<file path="config.mk">
export PLATFORM = sky130hd
export DESIGN_NAME = gib_register_bank
export DESIGN_NICKNAME = d
export VERILOG_FILES = /design/src/verilog/gib_register_bank.v
export VERILOG_INCLUDE_DIRS = /design/src /design/src/verilog
export SDC_FILE = /design/constraint.sdc
export NUM_CORES = 1
export LEC_CHECK = 0
export BUFFER_PORTS_ARGS = -buffer_cell sky130_fd_sc_hd__buf_2
export CORE_ASPECT_RATIO = 1.75
export CORE_MARGIN = 2
export CORE_UTILIZATION = 54
export DETAILED_ROUTE_END_ITERATION = 8
export PLACE_DENSITY = 0.8
export SYNTH_ARGS = -nofsm -noshare
export SYNTH_HDL_FRONTEND = slang
export SYNTH_SLANG_ARGS = --single-unit
</file>
<file path="constraint.sdc">
create_clock -name clock -period 2.3 [get_ports clock]
set_input_delay 0.23 -clock clock [delete_from_list [all_inputs] [get_ports clock]]
set_output_delay 0.23 -clock clock [all_outputs]
set_load 0.005 [all_outputs]
</file>
<file path="src/verilog/gib_map.vh">
`ifndef GIB_MAP_VH
`define GIB_MAP_VH
// ----------------------------------------
// register offsets
// ----------------------------------------
`define GIB_OFF_MEM_FIRST 8'h18
`define GIB_OFF_MEM_SECOND 8'h1c
`define GIB_OFF_PORT_REQ 8'h20
`define GIB_OFF_FIFO_TRIM 8'h24
`define GIB_OFF_LEGACY_A 8'h28
`define GIB_OFF_LEGACY_B 8'h2c
// ----------------------------------------
// writable masks and reset values
// ----------------------------------------
`define GIB_MASK_MEM_FIRST 32'h3c40_0000
`define GIB_MASK_MEM_SECOND 32'hc000_0000
`define GIB_MASK_PORT_REQ 32'h0000_07f1
`define GIB_MASK_FIFO_TRIM 32'h0fff_ffff
`define GIB_MASK_LEGACY_A 32'h07ff_ffcf
`define GIB_MASK_LEGACY_B 32'h7fff_ffff
`define GIB_RST_MEM_FIRST 32'h0040_0000
`define GIB_RST_MEM_SECOND 32'h0000_0000
`define GIB_RST_PORT_REQ 32'h0000_0490
`define GIB_RST_FIFO_TRIM 32'h0000_0bfb
`define GIB_RST_LEGACY_A 32'h0040_0004
`define GIB_RST_LEGACY_B 32'h0000_0000
// ----------------------------------------
// field positions
// ----------------------------------------
`define GIB_M1_TRL_LO 22
`define GIB_M1_CHIPS 26
`define GIB_M1_DENS 29:27
`define GIB_M2_SDRAM 30
`define GIB_M2_TRL_HI 31
`define GIB_PR_PRIO 0
`define GIB_PR_FULL 6:4
`define GIB_PR_FILL 10:7
`define GIB_PR_OUTST 31:27
`define GIB_FT_TEX_LOW 3:0
`define GIB_FT_TEX_HIGH 7:4
`define GIB_FT_PIX_HIGH 11:8
`define GIB_FT_NO_LIMIT 12
`define GIB_FT_MIN3 13
`define GIB_FT_MISS 14
`define GIB_FT_TV_INV 15
`define GIB_FT_TV_DEL 19:16
`define GIB_FT_AA_INV 20
`define GIB_FT_AA_DEL 24:21
`define GIB_FT_PORT_CFG 27:25
`define GIB_LA_DISABLE 0
`define GIB_LA_CLUT8 2
`define GIB_LA_DEC_OFF 3
`define GIB_LA_WAKE 8
`define GIB_LA_LEG_OFF 9
`define GIB_LA_CFG_OFF 10
`define GIB_LA_NO_FETCH 12
`define GIB_LA_BASE_LO 21:14
`define GIB_LA_REF_TMO 22
`define GIB_LA_BASE_HI 24:23
`define GIB_LA_RD_HI 26:25
`define GIB_LB_WR_LO 9:0
`define GIB_LB_RD_LO 19:10
`define GIB_LB_CHAIN4 20
`define GIB_LB_LOCKS 28:21
`define GIB_LB_WR_HI 30:29
// ----------------------------------------
// constants
// ----------------------------------------
`define GIB_DENS_16MBIT 3'h1
`define GIB_OUTST_NONE 5'h1f
`define GIB_OUTST_MAX 5'h11
`define GIB_STRAP_LOAD 2'h2
`endif

</file>
<file path="src/verilog/gib_register_bank.v">
`timescale 1ns/10ps
`include "gib_map.vh"

// What this block does
// RQ1: second memory setup bit 30 selects memory kind, 1 plain DRAM, resets 0.
// RQ2: read-to-precharge delay is {second[31], first[22]}, reset code 1.
// RQ3: plain DRAM forces 16Mbit parts; density and chip count fields ignored.
// RQ4: fast fill with command bit 0 suppresses dither only for graphics RAM.
// RQ5: port request bit 0 forces high request priority, resets 0.
// RQ6: port request field 6:4 sets queue full level, resets 1.
// RQ7: field 10:7 sets returned data threshold; above it requests stall.
// RQ8: read-only field 31:27 shows outstanding requests, 1f none, 0 seventeen or more.
// RQ9: texture unit starts at high mark, drains to low mark; pixel mark.
// RQ10: bits 12..14: no read limit, minimum three reads, force misses.
// RQ11: tv and antialias clocks each get invert bit and 4-bit delay.
// RQ12: field 27:25 is memory port layout, reset from straps.
// RQ13: legacy setup bit 0 shuts off all VGA core access, strap reset.
// RQ14: bit 2 picks 8-bit palette lookup, resets 1.
// RQ15: bit 9 disables legacy decode and blocks enable port writes.
// RQ16: bit 8 selects motherboard wake port, strap reset.
// RQ17: bit 10 low enables config read-back via extended CRT index.
// RQ18: bit 12 stops VGA memory fetches during raster shift-out.
// RQ19: VGA base is 26-bit {24:23, 21:14, sixteen zeros}, reset zero.
// RQ20: bit 22 low gives three refreshes after blank; high timeout only.
// RQ21: second setup holds write aperture, chain-4 enable and read aperture low 10 bits; read aperture top bits are first setup 26:25.
// RQ22: bits 28:21 each lock writes to one timing group, reset unlocked.
// RQ23: reserved bits read zero and ignore writes.
module gib_register_bank (
   input wire clock,
   input wire rst_b,
   input wire [7:0] reg_addr,
   input wire [31:0] reg_wdata,
   input wire reg_write,
   input wire reg_read,
   output reg [31:0] reg_rdata,

   input wire strap_vga_disable,
   input wire strap_decode_off,
   input wire strap_wake_select,
   input wire strap_chip_count,
   input wire [2:0] strap_density,
   input wire [2:0] strap_port_config,
   input wire fast_fill_active,
   input wire fast_fill_command_bit0,
   input wire dither_enable,
   input wire [4:0] outstanding_count,
   input wire [3:0] pending_request_count,
   input wire [3:0] returned_data_count,
   input wire [3:0] texture_free_space,
   input wire [3:0] pixel_free_space,

   output reg memory_kind_sdram,
   output reg [1:0] read_to_precharge_delay,
   output reg [2:0] memory_density,
   output reg memory_chip_count,
   output reg dither_active,

   output reg port_high_priority,
   output reg request_queue_full,
   output reg port_request_stall,
   output reg texture_sequence_active,
   output reg pixel_sequence_start,
   output reg texture_read_limit_off,
   output reg texture_min_reads_three,
   output reg texture_force_miss,
   output reg tv_clock_invert,
   output reg [3:0] tv_clock_delay,
   output reg antialias_clock_invert,
   output reg [3:0] antialias_clock_delay,
   output reg [2:0] memory_port_layout,

   output reg vga_core_disable,
   output reg palette_width_8bit,
   output reg legacy_decode_off,
   output reg enable_port_write_block,
   output reg wake_port_motherboard,
   output reg config_readback_enable,
   output reg raster_fetch_off,
   output reg [25:0] vga_base_address,
   output reg refresh_on_hblank,
   output reg [11:0] bios_extension_write_aperture,
   output reg [11:0] bios_extension_read_aperture,
   output reg chain4_sequential,
   output reg [7:0] timing_lock
);

   // ----------------------------------------
   // helpers
   // ----------------------------------------
   function [31:0] merge;
      input [31:0] old_value;
      input [31:0] new_value;
      input [31:0] mask;
      begin
         merge = (old_value & ~mask) | (new_value & mask);
      end
   endfunction

   function [4:0] outstanding_code;
      input [4:0] count;
      begin
         if (count == 5'h00) begin
            outstanding_code = `GIB_OUTST_NONE;
         end else if (count >= `GIB_OUTST_MAX) begin
            outstanding_code = 5'h00;
         end else begin
            outstanding_code = `GIB_OUTST_MAX - count;
         end
      end
   endfunction

   // ----------------------------------------
   // strap synchronisers and load
   // ----------------------------------------
   reg [9:0] strap_meta;
   reg [9:0] strap_sync;
   reg [1:0] strap_wait;
   reg strap_loaded;
   wire strap_load;

   always @(posedge clock or negedge rst_b) begin
      if (!rst_b) begin
         strap_meta <= 10'h000;
         strap_sync <= 10'h000;
         strap_wait <= 2'h0;
         strap_loaded <= 1'b0;
      end else begin
         strap_meta <= {strap_vga_disable, strap_decode_off,
            strap_wake_select, strap_chip_count, strap_density,
            strap_port_config};
         strap_sync <= strap_meta;

         if (!strap_loaded) begin
            strap_wait <= strap_wait + 2'h1;
         end
         if (strap_wait == `GIB_STRAP_LOAD) begin
            strap_loaded <= 1'b1;
         end
      end
   end

   // straps reach the registers once the sync stages hold pin values
   assign strap_load = !strap_loaded && (strap_wait == `GIB_STRAP_LOAD);

   // ----------------------------------------
   // register file
   // ----------------------------------------
   reg [31:0] mem_first;
   reg [31:0] mem_second;
   reg [31:0] port_req;
   reg [31:0] fifo_trim;
   reg [31:0] legacy_a;
   reg [31:0] legacy_b;
   reg [31:0] next_rdata;

   always @(posedge clock or negedge rst_b) begin
      if (!rst_b) begin
         mem_first <= `GIB_RST_MEM_FIRST;
         mem_second <= `GIB_RST_MEM_SECOND; // RQ1
         port_req <= `GIB_RST_PORT_REQ; // RQ5
         fifo_trim <= `GIB_RST_FIFO_TRIM;
         legacy_a <= `GIB_RST_LEGACY_A;
         legacy_b <= `GIB_RST_LEGACY_B; // RQ22

      end else if (strap_load) begin
         mem_first[`GIB_M1_CHIPS] <= strap_sync[6];
         mem_first[`GIB_M1_DENS] <= strap_sync[5:3];
         fifo_trim[`GIB_FT_PORT_CFG] <= strap_sync[2:0]; // RQ12
         legacy_a[`GIB_LA_DISABLE] <= strap_sync[9]; // RQ13
         legacy_a[`GIB_LA_DEC_OFF] <= strap_sync[8];
         legacy_a[`GIB_LA_WAKE] <= strap_sync[7]; // RQ16
         legacy_a[`GIB_LA_LEG_OFF] <= strap_sync[7];

      end else if (reg_write) begin
         case (reg_addr)
            `GIB_OFF_MEM_FIRST: begin
               mem_first <= merge(mem_first, reg_wdata,
                  `GIB_MASK_MEM_FIRST); // RQ23
            end
            `GIB_OFF_MEM_SECOND: begin
               mem_second <= merge(mem_second, reg_wdata,
                  `GIB_MASK_MEM_SECOND); // RQ23
            end
            `GIB_OFF_PORT_REQ: begin
               port_req <= merge(port_req, reg_wdata,
                  `GIB_MASK_PORT_REQ); // RQ8
            end
            `GIB_OFF_FIFO_TRIM: begin
               fifo_trim <= merge(fifo_trim, reg_wdata,
                  `GIB_MASK_FIFO_TRIM);
            end
            `GIB_OFF_LEGACY_A: begin
               legacy_a <= merge(legacy_a, reg_wdata,
                  `GIB_MASK_LEGACY_A);
            end
            `GIB_OFF_LEGACY_B: begin
               legacy_b <= merge(legacy_b, reg_wdata,
                  `GIB_MASK_LEGACY_B);
            end
            default: begin
            end
         endcase
      end
   end

   // ----------------------------------------
   // read path
   // ----------------------------------------
   always @* begin
      next_rdata = 32'h0000_0000;

      case (reg_addr)
         `GIB_OFF_MEM_FIRST: begin
            next_rdata = mem_first;
         end
         `GIB_OFF_MEM_SECOND: begin
            next_rdata = mem_second;
         end
         `GIB_OFF_PORT_REQ: begin
            next_rdata = port_req;
            next_rdata[`GIB_PR_OUTST] =
               outstanding_code(outstanding_count); // RQ8
         end
         `GIB_OFF_FIFO_TRIM: begin
            next_rdata = fifo_trim;
         end
         `GIB_OFF_LEGACY_A: begin
            next_rdata = legacy_a;
         end
         `GIB_OFF_LEGACY_B: begin
            next_rdata = legacy_b;
         end
         default: begin
            next_rdata = 32'h0000_0000;
         end
      endcase
   end

   always @(posedge clock or negedge rst_b) begin
      if (!rst_b) begin
         reg_rdata <= 32'h0000_0000;
      end else if (reg_read) begin
         reg_rdata <= next_rdata;
      end else begin
         reg_rdata <= 32'h0000_0000;
      end
   end

   // ----------------------------------------
   // memory setup outputs
   // ----------------------------------------
   always @(posedge clock or negedge rst_b) begin
      if (!rst_b) begin
         memory_kind_sdram <= 1'b0;
         read_to_precharge_delay <= 2'h1;
         memory_density <= 3'h0;
         memory_chip_count <= 1'b0;
         dither_active <= 1'b0;
      end else begin
         memory_kind_sdram <= mem_second[`GIB_M2_SDRAM]; // RQ1
         read_to_precharge_delay <= {mem_second[`GIB_M2_TRL_HI],
            mem_first[`GIB_M1_TRL_LO]}; // RQ2

         if (mem_second[`GIB_M2_SDRAM]) begin
            memory_density <= `GIB_DENS_16MBIT; // RQ3
            memory_chip_count <= 1'b0; // RQ3
         end else begin
            memory_density <= mem_first[`GIB_M1_DENS];
            memory_chip_count <= mem_first[`GIB_M1_CHIPS];
         end
         dither_active <= dither_enable && !(fast_fill_active &&
            fast_fill_command_bit0 && !mem_second[`GIB_M2_SDRAM]); // RQ4
      end
   end

   // ----------------------------------------
   // port request tuning
   // ----------------------------------------
   always @(posedge clock or negedge rst_b) begin
      if (!rst_b) begin
         port_high_priority <= 1'b0;
         request_queue_full <= 1'b0;
         port_request_stall <= 1'b0;
      end else begin
         port_high_priority <= port_req[`GIB_PR_PRIO]; // RQ5

         request_queue_full <= pending_request_count >=
            {1'b0, port_req[`GIB_PR_FULL]}; // RQ6
         port_request_stall <= returned_data_count >
            port_req[`GIB_PR_FILL]; // RQ7
      end
   end

   // ----------------------------------------
   // fifo marks, texture cache, clock trims
   // ----------------------------------------
   always @(posedge clock or negedge rst_b) begin
      if (!rst_b) begin
         texture_sequence_active <= 1'b0;
         pixel_sequence_start <= 1'b0;
         texture_read_limit_off <= 1'b0;
         texture_min_reads_three <= 1'b0;
         texture_force_miss <= 1'b0;
         tv_clock_invert <= 1'b0;
         tv_clock_delay <= 4'h0;
         antialias_clock_invert <= 1'b0;
         antialias_clock_delay <= 4'h0;
         memory_port_layout <= 3'h0;
      end else begin
         if (texture_sequence_active) begin
            texture_sequence_active <= texture_free_space <
               fifo_trim[`GIB_FT_TEX_LOW]; // RQ9
         end else begin
            texture_sequence_active <= texture_free_space <
               fifo_trim[`GIB_FT_TEX_HIGH]; // RQ9
         end
         pixel_sequence_start <= pixel_free_space <
            fifo_trim[`GIB_FT_PIX_HIGH]; // RQ9

         texture_read_limit_off <= fifo_trim[`GIB_FT_NO_LIMIT]; // RQ10
         texture_min_reads_three <= fifo_trim[`GIB_FT_MIN3]; // RQ10
         texture_force_miss <= fifo_trim[`GIB_FT_MISS]; // RQ10

         tv_clock_invert <= fifo_trim[`GIB_FT_TV_INV]; // RQ11
         tv_clock_delay <= fifo_trim[`GIB_FT_TV_DEL]; // RQ11
         antialias_clock_invert <= fifo_trim[`GIB_FT_AA_INV]; // RQ11
         antialias_clock_delay <= fifo_trim[`GIB_FT_AA_DEL]; // RQ11
         memory_port_layout <= fifo_trim[`GIB_FT_PORT_CFG]; // RQ12
      end
   end

   // ----------------------------------------
   // legacy display setup
   // ----------------------------------------
   always @(posedge clock or negedge rst_b) begin
      if (!rst_b) begin
         vga_core_disable <= 1'b0;
         palette_width_8bit <= 1'b1;
         legacy_decode_off <= 1'b0;
         enable_port_write_block <= 1'b0;
         wake_port_motherboard <= 1'b0;
         config_readback_enable <= 1'b1;
         raster_fetch_off <= 1'b0;
         vga_base_address <= 26'h000_0000;
         refresh_on_hblank <= 1'b0;
         bios_extension_write_aperture <= 12'h000;
         bios_extension_read_aperture <= 12'h000;
         chain4_sequential <= 1'b0;
         timing_lock <= 8'h00;
      end else begin
         vga_core_disable <= legacy_a[`GIB_LA_DISABLE]; // RQ13
         palette_width_8bit <= legacy_a[`GIB_LA_CLUT8]; // RQ14
         legacy_decode_off <= legacy_a[`GIB_LA_LEG_OFF] ||
            legacy_a[`GIB_LA_DEC_OFF]; // RQ15
         enable_port_write_block <= legacy_a[`GIB_LA_LEG_OFF]; // RQ15
         wake_port_motherboard <= legacy_a[`GIB_LA_WAKE]; // RQ16
         config_readback_enable <= !legacy_a[`GIB_LA_CFG_OFF]; // RQ17
         raster_fetch_off <= legacy_a[`GIB_LA_NO_FETCH]; // RQ18

         vga_base_address <= {legacy_a[`GIB_LA_BASE_HI],
            legacy_a[`GIB_LA_BASE_LO], 16'h0000}; // RQ19
         refresh_on_hblank <= !legacy_a[`GIB_LA_REF_TMO]; // RQ20

         bios_extension_write_aperture <= {legacy_b[`GIB_LB_WR_HI],
            legacy_b[`GIB_LB_WR_LO]}; // RQ21
         bios_extension_read_aperture <= {legacy_a[`GIB_LA_RD_HI],
            legacy_b[`GIB_LB_RD_LO]}; // RQ21
         chain4_sequential <= legacy_b[`GIB_LB_CHAIN4]; // RQ21
         timing_lock <= legacy_b[`GIB_LB_LOCKS]; // RQ22
      end
   end

endmodule
</file>
# Word level (Yosys, flattened, before mapping)

Cells that the tools add are included.

$add $sub $neg: 2
Magnitude comparators: 6
Equal/unequal tests: 7
Multiplexer cells: 18
Bitwise gates (word level): 7
Reduce and logical (&&, ||, !) cells: 24

Operator list:

| cell                                                                   | number |
|---|---|
| 32-bit one-hot mux with 6 select lines                                 | 1 |
| 30-bit 2-to-1 mux                                                      | 2 |
| 28-bit 2-to-1 mux                                                      | 2 |
| 8-bit by 6-bit equality test with 1-bit output (second input constant) | 4 |
| 32-bit 2-to-1 mux                                                      | 1 |
| 30-bit by 32-bit bitwise OR with 32-bit output                         | 1 |
| 32-bit by 11-bit bitwise OR with 32-bit output                         | 1 |
| 32-bit by 27-bit bitwise OR with 32-bit output                         | 1 |
| 32-bit by 28-bit bitwise OR with 32-bit output                         | 1 |
| 32-bit by 30-bit bitwise OR with 32-bit output                         | 1 |
| 32-bit by 31-bit bitwise OR with 32-bit output                         | 1 |
| 10-bit 2-to-1 mux                                                      | 2 |
| 3-bit AND reduction                                                    | 6 |
| 8-bit by 5-bit equality test with 1-bit output (second input constant) | 2 |
| 4-bit < comparator                                                     | 3 |
| 5-bit 2-to-1 mux                                                       | 2 |
| 2-bit nonzero test                                                     | 4 |
| 3-bit 2-to-1 mux                                                       | 2 |
| 2-bit AND reduction                                                    | 3 |
| 5-bit greater-or-equal comparator (second input constant)              | 1 |
| 1-bit logical NOT                                                      | 5 |
| 5-bit logical NOT                                                      | 1 |
| 5-bit subtractor (first input constant)                                | 1 |
| 4-bit by 3-bit greater-or-equal comparator with 1-bit output           | 1 |
| other kinds (9)                                                        | 15 |

Flip-flop bits (word level): 327
Input port bits: 78
Output and inout port bits: 128

# Longest topological paths before layout

Word-level depth: 5
Mapped depth: 8

# Worst setup path before layout

OpenSTA, ideal clock, no wires.

Kind: register to register
Start: reg strap_wait[0]
End: reg legacy_a[10]
Library setup time: 0.125 ns
Data arrival time: 1.843 ns
Data required time: 2.175 ns
Slack: 0.332 ns
Cell stages (with the launch flop): 9
Clock period less this slack: 1.968 ns
Path through: dfrtp_1 > inv_1 > ha_1 > nand2b_1 > clkbuf_1 > nand3_1 > nor3_1 > buf_2 > mux2_2

Word-level cells in the longest chain between the ends: 4

RTL lines:

| item                           | line                    | text |
|---|---|---|
| start: declaration             | gib_register_bank.v:117 | `reg [1:0] strap_wait;` |
| start signal: assignment       | gib_register_bank.v:134 | `strap_wait <= strap_wait + 2'h1;` |
| 2-bit equality test (no line)  | n/a                     |  |
| 1-bit logical AND              | gib_register_bank.v:143 | `` assign strap_load = !strap_loaded && (strap_wait == `GIB_STRAP_LOAD); `` |
| 1-bit inverter (no line)       | n/a                     |  |
| 3-bit AND reduction (no line)  | n/a                     |  |
| end signal: assignment         | gib_register_bank.v:162 | `` legacy_a <= `GIB_RST_LEGACY_A; `` |
| end signal: indexed assignment | gib_register_bank.v:169 | `` legacy_a[`GIB_LA_DISABLE] <= strap_sync[9]; `` |
| end signal: indexed assignment | gib_register_bank.v:170 | `` legacy_a[`GIB_LA_DEC_OFF] <= strap_sync[8]; `` |
| end: declaration               | gib_register_bank.v:152 | `reg [31:0] legacy_a;` |

Every way passes these cells.
A chain may end at the register's enable or synchronous reset.

# Worst setup path in the final report

Start: reg strap_wait[0]
End: reg legacy_b[4]

Word-level cells in the longest chain between the ends: 4

RTL lines:

| item                          | line                    | text |
|---|---|---|
| 2-bit equality test (no line) | n/a                     |  |
| 1-bit logical AND             | gib_register_bank.v:143 |  |
| 1-bit inverter (no line)      | n/a                     |  |
| 3-bit AND reduction (no line) | n/a                     |  |
| end signal: assignment        | gib_register_bank.v:163 | `` legacy_b <= `GIB_RST_LEGACY_B; `` |
| end signal: assignment        | gib_register_bank.v:197 | `legacy_b <= merge(legacy_b, reg_wdata,` |
| end: declaration              | gib_register_bank.v:153 | `reg [31:0] legacy_b;` |

Every way passes these cells.

==> impl_results.md <==
* Run status: finished, final reports clean
* # fillers at 1,154
* Share of the yosys chip area belonging to registers at 66.0%
* Layout cells sized above 1 at 43.5%
* Die Span Y at 174 um
* Worst-Margin Slew at 568 ps
* Clk_skew at 25.7 ps
* Area grow syn2layout at 25.1%
* Routed WL at 20,500 um
* P per Cell Area at 742 nW/um2
* Total grt overflow at 0
* Hold Violations, Final at 0
* CTS Hold Bufs at 34
* Initial DRC Count at 258
* Port Buffers at 189
* Rel. slew slack at 61.6%
* Simple-Gate Fraction of Synth Area at 6.74%
* Adder and majority gate portion of the synthesized area at 2.53%
* Count of cell types in the netlist at 48
* Hold depth at 3
* CP arrival at 2330 ps
* Area fraction of the dominant cell type after synthesis at 60.4%
* # placed instances at 997
* Hold Path Sink: dither_active
* Leak pwr at 5.70 nW
* Post-synth top cells: dfrtp_1 (215), mux2_2 (100), nor2_1 (36)
* Initial antenna violation count at 0
* CP required at 2670 ps
* Fmax at 0.511 GHz
* Setup crit end kind: flop
* CTS H-tree depth at 1
* Wire length per cell at 19.2 um
* Ys flop type: dfrtp_1
* Antenna-violating nets left at 0
* Sw Pwr at 1.86 mW
* Reg-to-Reg End: legacy_b[4]
* Diodes inserted at 0
* Register-to-register setup slack at 340 ps
* EDFF count, synth at 0
* Min-Delay Path Class: in2reg
* Final #Nets at 957
* Core Area at 16,300 um2
* Syn avg cell area at 14.4 um2
* Area of the die at 17,600 um2
* Postcts setup bufs at 0
* Max_cap viols at 0
* Yosys top cell by area: dfrtp_1
* Worst R2R Path Depth at 7
* Setup violators final at 0
* GPL Wtd Cong at 0.895
* Post-synthesis mux area share at 15.5%
* Post-route DRC violation count at 0
* TritonCTS clock tree: built
* Top post-synthesis cells by area: dfrtp_1 (60%), mux2_2 (13%), dfstp_2 (5.6%)
* Xor/xnor share of the synthesized area at 0.0983%
* Largest net degree at the start of global routing at 69
* Reg area at 5880 um2
* Clock Sinks at 234
* Worst Slack Setup Final at 345 ps
* Routed vias at 5,744
* Num rows at 62
* Compound-Gate Fraction of Synth Area at 5.59%
* Unrepaired setup endpoints after global routing: false
* Drt pass-1 iters at 4
* Combinational group share of total power at 7.3%
* Post_cts resized at 0
* Reg clk slew, reported paths at 70 ps
* GRT Total Usage at 24.0%
* Main combinational cell family by area after synthesis: multiplexers
* Clock Root Buffer: clkbuf_16
* Minimum clock period at 1960 ps
* Power Internal at 6.41 mW
* Vias in the first global route at 6,228
* Width of the chip at 101 um
* Period utilisation layout at 85.0%
* CP Max Fanout at 19
* Maximum VDD drop at 742 uV
* Initial core utilization at 54.7%
* Longest Clk Path Bufs at 3
* Sequential Power Share at 53.3%
* Yosys reg bits at 234
* Cell count after synthesis at 619
* Synthesized area at 8910 um2
* Pre-CTS worst setup slack at 249 ps
* Post-synthesis async set-or-reset flop share at 100%
* Slew Limit Fails at 0
* Setup_tns at 0 ps
* Vias/cell at 5.38
* Reg-to-Reg Start: strap_wait[0]
* CTS buffer count at 20
* CP max-delay cell: mux2_2
* First-pass GRT wire length at 32,800 um
* Sw Share at 22.5%
* Top-count cell post-synth: dfrtp_1
* Worst setup SP type: flop
* Worst skew pair latency at 510 ps
* I/O Pins at 206
* Worst Hold Launch: fast_fill_command_bit0
* Yosys warns at 0
* CP Cell Sequence: inv_1 > ha_1 > nand2b_1 > nand3_1 > nor2_4 > buf_4 > mux2_2
* CP max stage delay at 390 ps
* Multi-input logic area at 2790 um2
* Final HPWL DP at 14,100 um
* Clock network fraction of design power at 39.4%
* Non-Filler Instances at 1,067
* Worst Path Class, Setup: reg2reg
metal layers:
layer	wire, um	track usage [%]	vias to the layer above	share of wire [%]
met5	0	0	-	0
met4	651	8.95	0	3.2
met3	863	3.06	47	4.2
met2	11500	44.0	204	56
met1	7500	28.0	2888	37
li1	-	-	2605	-
logic make-up after synthesis:
kind of cell    Yosys count
other cells               1
xor+xnor                  1
buf+inv                  64
fa+ha+maj                18
simple gates            108
flops                   234
mux                     118
compound gates           75
sequential cells by signal, indices dropped and copies added, names as in the netlist, 10 cells and up:
name,cells
reg_rdata,32
legacy_a,25
strap_sync,10
legacy_b,31
vga_base_address,10
fifo_trim,28
bios_extension_read_aperture,12
strap_meta,10
bios_extension_write_aperture,12
how the worst max path moves through the flow:
stage,cells past startpoint,endpoint,from
after floorplan,8,legacy_a[10],strap_wait[0]
after global placement,7,fifo_trim[12],reg_addr[4]
after detailed placement,6,legacy_b[24],reg_addr[1]
after CTS,7,legacy_b[4],strap_wait[0]
after global routing,7,legacy_b[4],strap_wait[0]
final,7,legacy_b[4],strap_wait[0]
placed cells by master, fill, tap and decap left out, types with 19 or more instances in the layout:
cell type,count
clkbuf_16,20
dlygate4sd3_1,34
dfstp_2,19
dfrtp_1,215
buf_2,188
a21oi_1,20
nor2_1,35
inv_1,24
mux2_2,100
stage by stage:
| stage | power [mW] | hold slack [ps] | instance area [um2] | utilization [%] |
|---|---|---|---|---|
| after CTS | 8.35 | 0.0936 | 11200 | 68.5 |
| after global routing | 8.60 | 7.72 | 11200 | 68.5 |
| final | 8.27 | 9.22 | 11200 | 68.5 |
| after detailed placement | 5.04 | 167 | 10200 | 62.5 |
| after floorplan | 4.70 | -65.6 | 8970 | - |
| after global placement | 5.00 | 167 | 10200 | 62.5 |
power groups by stage:
stage	logic, mW	clock network (mW)	registers, mW
6_report	0.602	3.26	4.41
3_3_place_gp	0.530	0	4.47
2_1_floorplan	0.241	0	4.46
3_5_place_dp	0.558	0	4.48
4_1_cts	0.608	3.33	4.41
5_1_grt	0.673	3.50	4.43
final cells by class:
cell class	instances	area share [%]
tap	192	2.15
clock inverter	9	0.808
multi-input combinational	336	25.1
clock buffer	27	4.90
sequential	234	52.7
inverter	24	0.808
timing repair buffer	245	13.6
critical path: cells and delay by family, from the launching register on:
family | cells | cell delay [ps]
simple gates | 3 | 520
mux | 1 | 390
flops | 1 | 370
buf+inv | 2 | 360
fa+ha+maj | 1 | 200
Power figures use the tool's default switching activity.
